--- src/rtl/ipvs_defines.vh ---
/*
  Constants of the interrupt poll and vector sequencer: state-time phasing,
  context-switch state counts, stack byte counts, vector addresses and
  register map. Assumes inclusion by bare name from the rtl/ files.
*/
`ifndef IPVS_DEFINES_VH
`define IPVS_DEFINES_VH

// state time = two core clocks: first half, second half
`define IPVS_HALF_FIRST 1'h0
`define IPVS_HALF_LAST 1'h1
`define IPVS_SLOT_STEP 2'h1
`define IPVS_SLOT_LAST 2'h3

// request sources
`define IPVS_NSRC 8
`define IPVS_SRC_TRAP 4'h8

// context switch lengths in state times
`define IPVS_CTX_STATES 6'h0B
`define IPVS_ADD_EXT_EXEC 6'h02
`define IPVS_ADD_PAGE 6'h01
`define IPVS_ADD_FAR_ISR 6'h08
`define IPVS_ADD_STK_NEAR 6'h04
`define IPVS_ADD_STK_FAR 6'h08
`define IPVS_CNT_ONE 6'h01

// bytes moved on the stack
`define IPVS_PUSH_CTX 3'h4
`define IPVS_PUSH_PC 3'h2
`define IPVS_BYTE_STEP 3'h1

// instructions that must complete after a blocking instruction
`define IPVS_HOLD_INSTR 2'h2
`define IPVS_HOLD_STEP 2'h1

// vector addresses (plain defaults, not tied to any memory map)
`define IPVS_VEC_BASE 24'h000003
`define IPVS_VEC_STEP_SH 3
`define IPVS_VEC_TRAP 24'h00007B

// register map, byte addresses
`define IPVS_ADDR_CTRL 4'h0
`define IPVS_ADDR_PRIO 4'h4
`define IPVS_ADDR_STAT 4'h8
`define IPVS_CTRL_STK_BIT 8

`endif

--- src/rtl/ipvs_pair_latch.v ---
/*
  Sampler for one pair of request sources served in one state time of the
  four-state window. Internal sources latch in the first half of their slot;
  pin sources are sampled there and reach the poll in the second half of the
  following state. Assumes the window counter comes from the top module.
*/
`include "ipvs_defines.vh"
`timescale 1ns/1ps
module ipvs_pair_latch #(
  parameter [1:0] SLOT = 2'h0,
  parameter [0:0] EXT_LO = 1'h0,
  parameter [0:0] EXT_HI = 1'h0
) (
  input wire i_mclk,
  input wire i_rst_n,
  input wire i_half,
  input wire [1:0] i_slot,
  input wire [1:0] i_src,
  output reg [1:0] o_pend
);
  localparam [1:0] NEXT = SLOT + `IPVS_SLOT_STEP;
  wire [1:0] ext = {EXT_HI, EXT_LO};
  wire own_first = (i_half == `IPVS_HALF_FIRST) && (i_slot == SLOT);
  wire next_last = (i_half == `IPVS_HALF_LAST) && (i_slot == NEXT);
  reg [1:0] samp_q;
  integer k;

  always @(posedge i_mclk or negedge i_rst_n) begin
    if (!i_rst_n) begin
      samp_q <= 2'h0;
      o_pend <= 2'h0;
    end else begin
      // (RULE_02) two sources per state
      if (own_first)
        samp_q <= i_src;
      for (k = 0; k < 2; k = k + 1) begin
        // (RULE_15) fresh value each window
        if (!ext[k] && own_first)
          o_pend[k] <= i_src[k];
        // (RULE_04) one extra state for pins
        // (RULE_05) sample first half, poll next state
        if (ext[k] && next_last)
          o_pend[k] <= samp_q[k];
      end
    end
  end
endmodule

--- src/rtl/ipvs_top.v ---
/*
  Interrupt poll and vector sequencer: samples eight requests over a
  four-state window, applies priority and blocking, asks the core for a
  context switch and paces the vector cycle with its stack pushes.
  Assumes an Avalon-MM master with waitrequest and a core that pulses
  instruction-end, return and call events synchronous to i_mclk.
*/
// Behaviour
// (RULE_01) Every request source is sampled and polled once per four-state window.
// (RULE_02) Two of the eight sources are latched and polled in each state time.
// (RULE_03) One request state, then eleven switch states: twelve states minimum.
// (RULE_04) Pin requests take one state more: six states versus five internal.
// (RULE_05) Pin sampled in first half, poll and request in next state's second half.
// (RULE_06) External requester holds its pin active at least five state times.
// (RULE_07) A pin going active after its sample waits three states for resampling.
// (RULE_08) Only one prioritized, enabled request starts a vector cycle at a time.
// (RULE_09) Vectoring blocked while equal or higher level is in service.
// (RULE_10) Vectoring only when the poll falls in the instruction's final cycle.
// (RULE_11) After return or enable/priority write, one more instruction runs first.
// (RULE_12) Vector cycle breaks the stream, pushes program counter, loads routine address.
// (RULE_13) With stacked-context bit set, four bytes pushed on entry and popped on return.
// (RULE_14) Subroutine call and return move only the two low program-counter bytes.
// (RULE_15) Blocked requests are not retained; a cleared level request is dropped.
// (RULE_16) Routine start addresses are eight bytes apart; trap vector is separate.
// (RULE_17) Switch lengthens per condition: execution, page, far routine, stack, waits.
// (RULE_18) Sampling window runs from a free counter cleared by reset.
`include "ipvs_defines.vh"
`timescale 1ns/1ps
module ipvs_top (
  input wire i_mclk,
  input wire i_rst_n,
  input wire [3:0] i_avs_address,
  input wire i_avs_read,
  input wire i_avs_write,
  input wire [31:0] i_avs_writedata,
  input wire [3:0] i_avs_byteenable,
  output reg [31:0] o_avs_readdata,
  output reg o_avs_waitrequest,
  input wire i_ext_irq_pin_a_n,
  input wire i_ext_irq_pin_b_n,
  input wire [5:0] i_int_req,
  input wire i_last_cycle,
  input wire i_instr_end,
  input wire i_ret_stacked_context_select,
  input wire i_ret_sub,
  input wire i_call_sub,
  input wire i_trap,
  input wire [23:0] i_pc,
  input wire [7:0] i_ext_status,
  input wire i_ext_exec,
  input wire i_page_mode,
  input wire i_far_isr,
  input wire i_ext_stack,
  input wire i_far_stack,
  input wire [3:0] i_wait_states,
  output reg o_ctx_req,
  output reg o_vec_busy,
  output reg o_push_valid,
  output reg [7:0] o_push_data,
  output reg o_pc_load,
  output reg [23:0] o_vector_addr,
  output reg o_pop_valid,
  output reg o_call_push_valid,
  output reg [2:0] o_stack_count
);
  localparam [1:0] ST_IDLE = 2'h0;
  localparam [1:0] ST_REQ = 2'h1;
  localparam [1:0] ST_SWITCH = 2'h2;

  ////////////////////////////////////////////////////////////////////////
  // state-time window
  reg hq_q;
  reg [1:0] slot_q;
  wire st_end = (hq_q == `IPVS_HALF_LAST);
  // (RULE_01) one poll per window
  wire poll_now = st_end && (slot_q == `IPVS_SLOT_LAST);

  always @(posedge i_mclk or negedge i_rst_n) begin
    if (!i_rst_n) begin
      hq_q <= `IPVS_HALF_FIRST;
      slot_q <= 2'h0;
    end else begin
      // (RULE_18) free-running window counter
      hq_q <= ~hq_q;
      if (st_end)
        slot_q <= slot_q + `IPVS_SLOT_STEP;
    end
  end

  ////////////////////////////////////////////////////////////////////////
  // source sampling
  // pins sit at index 0 and 2, both active low
  wire [7:0] src = {i_int_req[5:2], i_int_req[1], ~i_ext_irq_pin_b_n, i_int_req[0], ~i_ext_irq_pin_a_n};
  wire [7:0] pend;

  genvar g;
  generate
    for (g = 0; g < 4; g = g + 1) begin : g_pair
      // (RULE_07) pins resampled only in their own slot
      ipvs_pair_latch #(
        .SLOT(g[1:0]),
        .EXT_LO((g < 2) ? 1'h1 : 1'h0),
        .EXT_HI(1'h0)
      ) u_pair (
        .i_mclk(i_mclk),
        .i_rst_n(i_rst_n),
        .i_half(hq_q),
        .i_slot(slot_q),
        .i_src(src[2*g+1:2*g]),
        .o_pend(pend[2*g+1:2*g])
      );
    end
  endgenerate

  ////////////////////////////////////////////////////////////////////////
  // registers and Avalon slave
  reg [7:0] ien_q;
  reg stk_q;
  reg [15:0] prio_q;
  reg [3:0] isv_q;
  reg [3:0] srcsel_q;
  reg [1:0] fsm_q;
  wire req = i_avs_read | i_avs_write;
  wire wr_fire = i_avs_write && !o_avs_waitrequest;
  wire wr_ctrl = wr_fire && (i_avs_address == `IPVS_ADDR_CTRL);
  wire wr_prio = wr_fire && (i_avs_address == `IPVS_ADDR_PRIO);
  reg [31:0] rd_mux;

  always @* begin
    case (i_avs_address)
      `IPVS_ADDR_CTRL: rd_mux = {23'h000000, stk_q, ien_q};
      `IPVS_ADDR_PRIO: rd_mux = {16'h0000, prio_q};
      `IPVS_ADDR_STAT: rd_mux = {12'h000, srcsel_q, 3'h0, (fsm_q != ST_IDLE), isv_q, pend};
      default: rd_mux = 32'h00000000;
    endcase
  end

  always @(posedge i_mclk or negedge i_rst_n) begin
    if (!i_rst_n) begin
      o_avs_waitrequest <= 1'h1;
      o_avs_readdata <= 32'h00000000;
      ien_q <= 8'h00;
      stk_q <= 1'h0;
      prio_q <= 16'h0000;
    end else begin
      // one wait state, then answer
      if (req && o_avs_waitrequest) begin
        o_avs_waitrequest <= 1'h0;
        o_avs_readdata <= rd_mux;
      end else begin
        o_avs_waitrequest <= 1'h1;
      end
      if (wr_ctrl && i_avs_byteenable[0])
        ien_q <= i_avs_writedata[7:0];
      if (wr_ctrl && i_avs_byteenable[1])
        stk_q <= i_avs_writedata[`IPVS_CTRL_STK_BIT];
      if (wr_prio && i_avs_byteenable[0])
        prio_q[7:0] <= i_avs_writedata[7:0];
      if (wr_prio && i_avs_byteenable[1])
        prio_q[15:8] <= i_avs_writedata[15:8];
    end
  end

  ////////////////////////////////////////////////////////////////////////
  // priority resolution and blocking
  reg best_ok;
  reg [3:0] best_idx;
  reg [1:0] best_lvl;
  reg cur_ok;
  reg [1:0] cur_lvl;
  reg [3:0] isv_top;
  integer i;

  always @* begin
    best_ok = 1'h0;
    best_idx = 4'h0;
    best_lvl = 2'h0;
    // (RULE_08) single highest request, lowest index on ties
    for (i = `IPVS_NSRC - 1; i >= 0; i = i - 1) begin
      if (pend[i] && ien_q[i] && (!best_ok || prio_q[2*i +: 2] >= best_lvl)) begin
        best_ok = 1'h1;
        best_idx = i[3:0];
        best_lvl = prio_q[2*i +: 2];
      end
    end
    cur_ok = 1'h0;
    cur_lvl = 2'h0;
    isv_top = 4'h0;
    for (i = 0; i < 4; i = i + 1) begin
      if (isv_q[i]) begin
        cur_ok = 1'h1;
        cur_lvl = i[1:0];
      end
    end
    if (cur_ok)
      isv_top[cur_lvl] = 1'h1;
  end

  reg [1:0] hold_q;
  reg trap_q;
  // (RULE_09) equal or higher level in service blocks
  wire lvl_block = cur_ok && (best_lvl <= cur_lvl);
  // (RULE_10) instruction boundary only
  // (RULE_11) hold after blocking instruction
  wire may_vec = poll_now && (fsm_q == ST_IDLE) && i_last_cycle && (hold_q == 2'h0);
  wire go_trap = may_vec && trap_q;
  wire go_irq = may_vec && !trap_q && best_ok && !lvl_block;
  wire [3:0] isv_set = go_irq ? (4'h1 << best_lvl) : 4'h0;
  wire [3:0] isv_clr = i_ret_stacked_context_select ? isv_top : 4'h0;

  always @(posedge i_mclk or negedge i_rst_n) begin
    if (!i_rst_n) begin
      hold_q <= 2'h0;
      trap_q <= 1'h0;
      isv_q <= 4'h0;
    end else begin
      // (RULE_11) count completed instructions
      if (i_ret_stacked_context_select || wr_ctrl || wr_prio)
        hold_q <= `IPVS_HOLD_INSTR;
      else if (i_instr_end && hold_q != 2'h0)
        hold_q <= hold_q - `IPVS_HOLD_STEP;
      trap_q <= (trap_q & ~go_trap) | i_trap;
      // (RULE_09) in service until return, set wins
      isv_q <= (isv_q & ~isv_clr) | isv_set;
    end
  end

  ////////////////////////////////////////////////////////////////////////
  // vector cycle
  reg [5:0] cnt_q;
  reg [2:0] byte_q;
  reg [2:0] npush_q;
  reg [23:0] pc_q;
  reg [7:0] stat_q;
  wire [5:0] stk_add = !i_ext_stack ? 6'h00 : (i_far_stack ? `IPVS_ADD_STK_FAR : `IPVS_ADD_STK_NEAR);
  // (RULE_17) added states per condition
  wire [5:0] sw_len = `IPVS_CTX_STATES + (i_ext_exec ? `IPVS_ADD_EXT_EXEC : 6'h00)
    + (i_page_mode ? `IPVS_ADD_PAGE : 6'h00) + (i_far_isr ? `IPVS_ADD_FAR_ISR : 6'h00)
    + stk_add + {2'h0, i_wait_states};
  wire [23:0] irq_vec = `IPVS_VEC_BASE + ({20'h00000, srcsel_q} << `IPVS_VEC_STEP_SH);
  reg [7:0] push_byte;

  always @* begin
    case (byte_q)
      3'h0: push_byte = pc_q[7:0];
      3'h1: push_byte = pc_q[15:8];
      3'h2: push_byte = pc_q[23:16];
      default: push_byte = stat_q;
    endcase
  end

  always @(posedge i_mclk or negedge i_rst_n) begin
    if (!i_rst_n) begin
      fsm_q <= ST_IDLE;
      cnt_q <= 6'h00;
      byte_q <= 3'h0;
      npush_q <= 3'h0;
      pc_q <= 24'h000000;
      stat_q <= 8'h00;
      srcsel_q <= 4'h0;
      o_ctx_req <= 1'h0;
      o_vec_busy <= 1'h0;
      o_push_valid <= 1'h0;
      o_push_data <= 8'h00;
      o_pc_load <= 1'h0;
      o_vector_addr <= 24'h000000;
    end else begin
      o_push_valid <= 1'h0;
      o_pc_load <= 1'h0;
      case (fsm_q)
        ST_IDLE: begin
          if (go_trap || go_irq) begin
            // (RULE_03) one request state
            fsm_q <= ST_REQ;
            o_ctx_req <= 1'h1;
            o_vec_busy <= 1'h1;
            srcsel_q <= go_trap ? `IPVS_SRC_TRAP : best_idx;
            pc_q <= i_pc;
            stat_q <= i_ext_status;
            // (RULE_13) four bytes with stacked context
            npush_q <= stk_q ? `IPVS_PUSH_CTX : `IPVS_PUSH_PC;
            cnt_q <= sw_len - `IPVS_CNT_ONE;
            byte_q <= 3'h0;
          end
        end
        ST_REQ: begin
          if (st_end) begin
            fsm_q <= ST_SWITCH;
            o_ctx_req <= 1'h0;
          end
        end
        ST_SWITCH: begin
          if (st_end) begin
            // (RULE_12) push program counter bytes
            if (byte_q < npush_q) begin
              o_push_valid <= 1'h1;
              o_push_data <= push_byte;
              byte_q <= byte_q + `IPVS_BYTE_STEP;
            end
            if (cnt_q == 6'h00) begin
              fsm_q <= ST_IDLE;
              o_vec_busy <= 1'h0;
              o_pc_load <= 1'h1;
              // (RULE_16) eight-byte spacing, trap apart
              o_vector_addr <= (srcsel_q == `IPVS_SRC_TRAP) ? `IPVS_VEC_TRAP : irq_vec;
            end else begin
              cnt_q <= cnt_q - `IPVS_CNT_ONE;
            end
          end
        end
        default: fsm_q <= ST_IDLE;
      endcase
    end
  end

  ////////////////////////////////////////////////////////////////////////
  // return and call stack counts
  always @(posedge i_mclk or negedge i_rst_n) begin
    if (!i_rst_n) begin
      o_pop_valid <= 1'h0;
      o_call_push_valid <= 1'h0;
      o_stack_count <= 3'h0;
    end else begin
      o_pop_valid <= i_ret_stacked_context_select | i_ret_sub;
      o_call_push_valid <= i_call_sub;
      // (RULE_13) return pops what entry pushed
      if (i_ret_stacked_context_select)
        o_stack_count <= stk_q ? `IPVS_PUSH_CTX : `IPVS_PUSH_PC;
      // (RULE_14) subroutine moves two bytes
      else if (i_ret_sub || i_call_sub)
        o_stack_count <= `IPVS_PUSH_PC;
    end
  end
endmodule
--- config.mk ---
export PLATFORM = sky130hd
export DESIGN_NAME = ipvs_top
export DESIGN_NICKNAME = d
export VERILOG_FILES = /design/src/rtl/ipvs_pair_latch.v /design/src/rtl/ipvs_top.v
export VERILOG_INCLUDE_DIRS = /design/src /design/src/rtl
export SDC_FILE = /design/constraint.sdc
export NUM_CORES = 1
export LEC_CHECK = 0
export BUFFER_PORTS_ARGS = -buffer_cell sky130_fd_sc_hd__buf_2
export CORE_MARGIN = 2
export CORE_UTILIZATION = 35
export DETAILED_ROUTE_END_ITERATION = 10
export PLACE_DENSITY = 0.67
export SLEW_MARGIN = 5
export SYNTH_ARGS = -nofsm -noshare
export SYNTH_HDL_FRONTEND = slang
export SYNTH_SLANG_ARGS = --single-unit
--- constraint.sdc ---
create_clock -name i_mclk -period 19.5 [get_ports i_mclk]
set_clock_uncertainty 0.05 [all_clocks]
set_input_delay 0.975 -clock i_mclk [delete_from_list [all_inputs] [get_ports i_mclk]]
set_output_delay 0.975 -clock i_mclk [all_outputs]
set_load 0.01 [all_outputs]
; ---- After elaboration in Yosys (flattened, before gate mapping)
; Cells that the tools add are included.
[totals]
inputBits = 99
regBits = 169
wordCells = 242
out_inout_bits = 74
[classes]
add_sub_neg = 11
reduce_logical = 81
mux = 76
bitwise = 11
n_lt_le_gt_ge = 11
n_eq_ne = 16
shifts = 1
[ops]
columns = cell, n
row1 = 20-bit case mux with 3 select lines, 1
row2 = 4-bit two-way mux, 14
row3 = 1-bit logical AND, 40
row4 = 2-bit two-way mux, 17
row5 = 1-bit two-way mux, 26
row6 = 8-bit case mux with 3 select lines, 1
row7 = 3-bit two-way mux, 7
row8 = 6-bit by 4-bit adder with 6-bit output, 3
row9 = 6-bit two-way mux, 3
row10 = 4-bit AND reduction, 4
row11 = 2-bit >= comparator, 7
row12 = 6-bit case mux with 2 select lines, 1
row13 = 2-bit nonzero test, 6
row14 = 6-bit by 1-bit subtractor with 6-bit output (second input constant), 2
row15 = 1-bit logical OR, 11
row16 = 1-bit logical NOT, 10
row17 = 2-bit != test (second input constant), 5
row18 = 3-bit AND reduction, 3
row19 = 2-bit by 7-bit adder with 8-bit output (first input constant), 1
row20 = 4-bit == test (second input constant), 2
row21 = 8-bit two-way mux, 1
row22 = 5-bit by 1-bit adder with 6-bit output, 1
row23 = 2-bit == test (second input constant), 3
row24 = 2-bit logical NOT, 3
row25 = 28 further kinds, 35

; ---- Longest topological paths before layout
[depth]
depth_word = 37
ltp_mapped = 54
depth_no_buf = 52

; ---- Cells and area by module
; Synthesis repeated with hierarchy kept, for this count alone.
[unflattened]
hier_cells = 727
area_unflattened_um2 = 7139.3
[modules_own_cells]
columns = module, area_each_um2, cells_per_inst, seq_area_each_um2, n_inst
row1 = ipvs_top, 6698.9, 701, 3154.3, 1
row2 = ipvs_pair_latch (g_pair[1].u_pair), 128.9, 8, 75.1, 1
row3 = ipvs_pair_latch (g_pair[0].u_pair), 126.4, 8, 75.1, 1
row4 = ipvs_pair_latch (g_pair[3].u_pair), 100.1, 5, 50.0, 1
row5 = ipvs_pair_latch (g_pair[2].u_pair), 85.1, 5, 50.0, 1

; ---- Least setup slack after synthesis
; OpenSTA, ideal clock, no wires.
[synth_timing]
path_type = reg-to-reg
from = register g_pair[3].u_pair.o_pend[1]
to = register cnt_q[0]
required_ns = 19.363
t_arrival_ns = 9.491
path_slack_ns = 9.872
period_less_slack_ns = 9.628
n_path_buf = 2
path_stages_with_launch = 55
setup_ns = 0.087
path_cell_list = dfrtp_1 and3_1 ha_1 nand2b_1 a211oi_1 o21ai_0 nand2_1 ha_1 nand2b_1 a211oi_1 nor2_1 o22a_1 ha_1 nand2b_1 a211oi_1 o22ai_1 a31o_2 nand2_1 (+19 left out) ha_1 nand2b_1 a21oi_1 a21o_1 nand2b_1 o22a_1 a21bo_2 inv_1 ha_1 nor2b_1 a2bb2oi_1 o221ai_2 and2_1 buf_4 a21oi_2 buf_6 nand3_1 o211ai_1
[synth_between]
elab_chain_cells = 37
elab_cells_between_ends = 53
cone_classes = order compare (8) / eq/ne (1) / mux (16) / reduce/logical (28)
[synth_rtl]
columns = item, line_no
row1 = "start, declared", ipvs_pair_latch.v:19  ; output reg [1:0] o_pend
row2 = "start signal, assigned by index", ipvs_pair_latch.v:39  ; o_pend[k] <= i_src[k];
row3 = "start signal, assigned by index", ipvs_pair_latch.v:43  ; o_pend[k] <= samp_q[k];
row4 = 1-bit logical AND (*), ipvs_top.v:180  ; if (pend[i] && ien_q[i] && (!best_ok || prio_q[2*i +: 2] >= best_lvl)) begin
row5 = 2-bit two-way mux or 1-bit two-way mux (tied branches), ipvs_top.v:180
row6 = 2-bit >= comparator or 1-bit logical NOT (tied branches), ipvs_top.v:180
row7 = 1-bit logical OR, ipvs_top.v:180
row8 = 1-bit logical AND, ipvs_top.v:180
row9 = 2-bit two-way mux or 1-bit two-way mux (tied branches), ipvs_top.v:180
row10 = 2-bit >= comparator or 1-bit logical NOT (tied branches), ipvs_top.v:180
row11 = 1-bit logical OR, ipvs_top.v:180
row12 = (+21 left out), --
row13 = 2-bit two-way mux, ipvs_top.v:180
row14 = 2-bit less-or-equal comparator, ipvs_top.v:202  ; wire lvl_block = cur_ok && (best_lvl <= cur_lvl);
row15 = 1-bit logical AND, ipvs_top.v:202
row16 = 1-bit logical NOT, ipvs_top.v:207  ; wire go_irq = may_vec && !trap_q && best_ok && !lvl_block;
row17 = 1-bit logical AND (*), ipvs_top.v:207
row18 = 1-bit logical OR (*), ipvs_top.v:272  ; if (go_trap || go_irq) begin
row19 = 2-bit by 1-bit != test with 1-bit output (no source line) (*), --
row20 = 4-bit AND reduction (no source line) (*), --
row21 = "end signal, assigned", ipvs_top.v:282  ; cnt_q <= sw_len - `IPVS_CNT_ONE;
row22 = "end signal, assigned", ipvs_top.v:307  ; cnt_q <= cnt_q - `IPVS_CNT_ONE;
row23 = "end, declared", ipvs_top.v:230  ; reg [5:0] cnt_q;
; Every way passes the cells marked *; elsewhere a longest branch is shown, timed or not.
; A chain may end at the register's enable or synchronous reset.

; ---- Worst setup path in the final report
[layout_timing]
from = register ien_q[7]
to = register npush_q[2]
[layout_between]
elab_chain_cells = 36
elab_cells_between_ends = 52
cone_classes = order compare (8) / mux (16) / reduce/logical (28)
[layout_rtl]
columns = item, line_no
row1 = "start, declared", ipvs_top.v:117  ; reg [7:0] ien_q;
row2 = "start signal, assigned", ipvs_top.v:154  ; ien_q <= i_avs_writedata[7:0];
row3 = 1-bit logical AND (*), ipvs_top.v:180
row4 = 2-bit two-way mux or 1-bit two-way mux (tied branches), ipvs_top.v:180
row5 = 2-bit >= comparator or 1-bit logical NOT (tied branches), ipvs_top.v:180
row6 = 1-bit logical OR, ipvs_top.v:180
row7 = 1-bit logical AND, ipvs_top.v:180
row8 = 2-bit two-way mux or 1-bit two-way mux (tied branches), ipvs_top.v:180
row9 = 2-bit >= comparator or 1-bit logical NOT (tied branches), ipvs_top.v:180
row10 = 1-bit logical OR, ipvs_top.v:180
row11 = (+20 left out), --
row12 = 1-bit logical AND, ipvs_top.v:180
row13 = 2-bit two-way mux, ipvs_top.v:180
row14 = 2-bit less-or-equal comparator, ipvs_top.v:202
row15 = 1-bit logical AND, ipvs_top.v:202
row16 = 1-bit logical NOT, ipvs_top.v:207
row17 = 1-bit logical AND (*), ipvs_top.v:207
row18 = 1-bit logical OR (*), ipvs_top.v:272
row19 = 2-bit AND reduction (no source line) (*), --
row20 = "end signal, assigned", ipvs_top.v:281  ; npush_q <= stk_q ? `IPVS_PUSH_CTX : `IPVS_PUSH_PC;
row21 = "end, declared", ipvs_top.v:232  ; reg [2:0] npush_q;
; Marked as above.

==> impl_metrics.csv <==
group,metric,value,unit
pwr,p_leak,0.00424,uW
global_routing,via_count_of_the_first_global_routing_pass,5242,
pwr,power.total,950,uW
worst_setup_path,cp.arrival,11.96,ns
synth,yosys.area.top_type_share,47.6,%
clock_tree,cts.sinks,136,
synth,syn_area_cell,9.67,um^2
synth,synth-edff-count,0,
worst_setup_path,r2r_cells,48,
worst_setup_path,end_kind,"flop",
synth,synth.yosys.seq_area_share,47.9,%
timing,finalSetupTns,0,ns
global_routing,grt_antenna_before_repair,2,
run_status,run_status,"complete, no violations",
clock_tree,post_cts_resized,0,
routing,dr.pass1.iters,5,
timing,hold_violations,0,
timing,slew_of_the_pin_with_the_lowest_slew_margin,1.19,ns
timing,timing.hold.ws,0.418,ns
timing,timing.final.crit_share,60.0,%
synth,library_cell_with_the_highest_instance_count_after_synthesis,"sky130_fd_sc_hd__nand2_1",
synth,synth_seq_cells,136,
floorplanning,fp-row-count,52,
floorplanning,design.core.area,20100,um^2
clock_tree,clk_root_buffer_cell,"sky130_fd_sc_hd__clkbuf_16",
synth,netlist_top_cells_count,"162 x sky130_fd_sc_hd__nand2_1, 135 x sky130_fd_sc_hd__dfrtp_1, 43 x sky130_fd_sc_hd__mux2_2",
clock_tree,clock_insertion_delay_worst_skew,0.43,ns
min_path,holdCritPathClass,"reg -> reg",
synth,synth_async_sr_flop_share,100,%
routing,drtIter0Drc,348,
placed_design,dp.final_hpwl,12.3,mm
clock_tree,cts_buffer_depth,2,
timing,fmaxAchievable,0.0855,GHz
timing,unrepaired_setup_endpoints_after_global_routing,"false",
global_routing,track_usage,16.0,%
worst_setup_path,critical-path-slowest-cell,"sky130_fd_sc_hd__nand2_1",
pwr,p_switching,292,uW
worst_setup_path,slowest_delay,0.87,ns
clock_tree,htree_num_levels,4,
routing,detail_route.vias_per_cell,4.83,
synth,synth_area_leader_cell,"sky130_fd_sc_hd__dfrtp_1",
worst_setup_path,cpMostUsedCell,"sky130_fd_sc_hd__ha_1",
layout,finalNetCount,991,
global_routing,global_route_wire_length_before_repair,27.2,mm
pwr,power_density,112,nW/um^2
worst_setup_path,timing_worst_setup_path_type,"reg -> reg",
routing,drt_wl_total,16.7,mm
floorplanning,die_width,146,um
placed_design,portBuffers,123,
pwr,seq_power_share,39.9,%
placed_design,place_ws,7.96,ns
pwr,comb_power_share,23.3,%
pwr,ir_drop,0.0000605,V
routing,routed_wire_length_per_instance,14.7,um
floorplanning,floorplan.die.height,146,um
floorplanning,design.die.area,21500,um^2
timing,total_setup_violations_reported_at_the_end_of_the_flow,0,
worst_setup_path,critical_path.max_fanout,37,
layout,layout-drive-gt1-share,24.9,%
timing,finalMaxSlewViolations,0,
synth,synth.lib_cells_used.distinct,56,
pwr,power_frac_clock,36.7,%
floorplanning,initial_utilization,35.3,%
clock_tree,cts.reportedPaths.clkPinSlew,0.06,ns
clock_tree,cts_inserted_buffers,17,
placed_design,gpl.final_weighted_congestion,0.868,
timing,period_minus_slack,11.70,ns
pwr,p_int,658,uW
routing,route.layer.met1.wl,7.85,mm
layout,area_added_between_synthesis_and_finish,19.9,%
global_routing,grt_residual_overflow,0,
flow_run,maxCapViolations,0,
routing,drt_drc_violations_left,0,
timing,layout_setup_ws,7.80,ns
clock_tree,postCtsSetupBuffers,0,
routing,antenna_left,0,
clock_tree,cts_hold_buffers,0,
worst_setup_path,critical_path_required_time,19.77,ns
routing,vias,5490,
routing,routed.top_layer,"met5",
clock_tree,tritoncts,"done",
synth,yosysWarningCount,0,
global_routing,grt_max_degree,80,
routing,routed_length_on_met2,7.77,mm
synth,syn_area,7100,um^2
floorplanning,ioPinCount,173,
min_path,whs_path_depth,2,
timing,timing.slew.headroom,20.4,%
synth,postSynthCellCount,735,
worst_setup_path,critPathLaunchType,"flop",
pwr,fraction_of_power_spent_switching_nets,30.7,%
routing,dr_wl_met3,828,um
synth,synth_flop_cell,"sky130_fd_sc_hd__dfrtp_1",
synth,synthTopCellsByArea,"sky130_fd_sc_hd__dfrtp_1 48%, sky130_fd_sc_hd__nand2_1 8.6%, sky130_fd_sc_hd__mux2_2 6.8%",
layout,antenna_diodes,0,
## cells by family (layout without fill, tap and decap cells)
logic type	count (synthesis)	in the layout	synth area share, %
AO/OA/AOI/OAI	157	157	14.6
XOR/XNOR	4	4	0.493
adder cells (fa/ha/maj)	39	39	7.08
buffers and inverters	93	194	6.83
flip-flops	136	136	47.9
multiplexers	43	43	6.82
other	1	31	0.0528
AND/OR/NAND/NOR	262	262	16.2
## worst max-delay path, delay by kind of cell, from the launching register on
kind                       cells  cell delay, ns
AOI/OAI and AO/OA             25            6.28
adders and majority gates      8            2.09
and+or+nand+nor               13            2.55
buffers and inverters          2            0.15
DFF                            1            0.45
## per-layer routing
layer,GRT usage (%),vias to the layer above
met5,0,-
met4,4.32,4
met3,4.72,22
met2,25.0,124
met1,21.9,2620
li1,-,2720
## final cells by class
class | instances | area [um^2]
clock inverter | 10 | 164
tap | 270 | 338
sequential | 136 | 3400
fill | 1989 | 11600
timing repair buffer | 127 | 652
multi-input combinational | 536 | 3350
inverter | 35 | 131
clock buffer | 22 | 484
## layout by cell type, fill, tap and decap left out, types with 3 or more instances in the layout
cell type and count:
sky130_fd_sc_hd__nand2_1 162, sky130_fd_sc_hd__dfrtp_1 135, sky130_fd_sc_hd__buf_2 122, sky130_fd_sc_hd__mux2_2 43, sky130_fd_sc_hd__a21oi_1 39, sky130_fd_sc_hd__o21ai_0 37, sky130_fd_sc_hd__ha_1 37, sky130_fd_sc_hd__inv_1 35
sky130_fd_sc_hd__conb_1 31, sky130_fd_sc_hd__nor2_1 29, sky130_fd_sc_hd__clkbuf_16 17, sky130_fd_sc_hd__a22oi_1 15, sky130_fd_sc_hd__nand2b_1 14, sky130_fd_sc_hd__a22o_1 12, sky130_fd_sc_hd__nor2b_1 10, sky130_fd_sc_hd__nor3_1 10
sky130_fd_sc_hd__a211oi_1 9, sky130_fd_sc_hd__a221oi_1 9, sky130_fd_sc_hd__a21o_1 8, sky130_fd_sc_hd__nand3_1 8, sky130_fd_sc_hd__and2_1 5, sky130_fd_sc_hd__or2_2 4, sky130_fd_sc_hd__nand4_1 4, sky130_fd_sc_hd__and3_1 4
sky130_fd_sc_hd__nor4_1 4, sky130_fd_sc_hd__clkinvlp_4 4, sky130_fd_sc_hd__clkbuf_8 4, sky130_fd_sc_hd__bufinv_16 4, sky130_fd_sc_hd__buf_4 4, sky130_fd_sc_hd__a31oi_1 3, sky130_fd_sc_hd__o22ai_1 3, sky130_fd_sc_hd__nor3b_1 3
sky130_fd_sc_hd__xor2_1 3
## metrics by stage
step | cells | utilization (%) | area (um^2)
after floorplan | 765 | - | 7220
after global placement | 1104 | 39.2 | 7870
after detailed placement | 1104 | 39.2 | 7870
after CTS | 1136 | 42.4 | 8520
after global routing | 1136 | 42.4 | 8520
final | 1136 | 42.4 | 8520
## sequential cells by signal, indices dropped and copies added (netlist names), 5 cells and up
signal / cells
g_pair.u_pair.o_pend: 8
o_push_data: 8
cnt_q: 6
o_vector_addr: 5
pc_q: 24
prio_q: 16
stat_q: 8
ien_q: 8
o_avs_readdata: 20
## power groups by stage
| stage | clock (uW) | combinational (uW) | sequential, uW |
|---|---|---|---|
| 3_3_place_gp | 0 | 216 | 381 |
| 2_1_floorplan | 0 | 155 | 381 |
| 4_1_cts | 355 | 224 | 379 |
| 3_5_place_dp | 0 | 222 | 384 |
| 6_report | 349 | 222 | 380 |
| 5_1_grt | 368 | 255 | 387 |
## path summary, 6_finish.rpt
| check | start | to | slack [ns] |
|---|---|---|---|
| min in group asynchronous | i_rst_n | o_push_data[1] | 0.46 |
| setup reg to reg | ien_q[7] | npush_q[2] | 7.80 |
| setup / recovery | ien_q[7] | npush_q[2] | 7.80 |
| max in group asynchronous | i_rst_n | prio_q[4] | 17.55 |
| hold reg to reg | o_avs_readdata[4] | o_avs_readdata[4] | 0.42 |
| hold / removal | o_avs_readdata[4] | o_avs_readdata[4] | 0.42 |
Power figures use the tool's default switching activity.
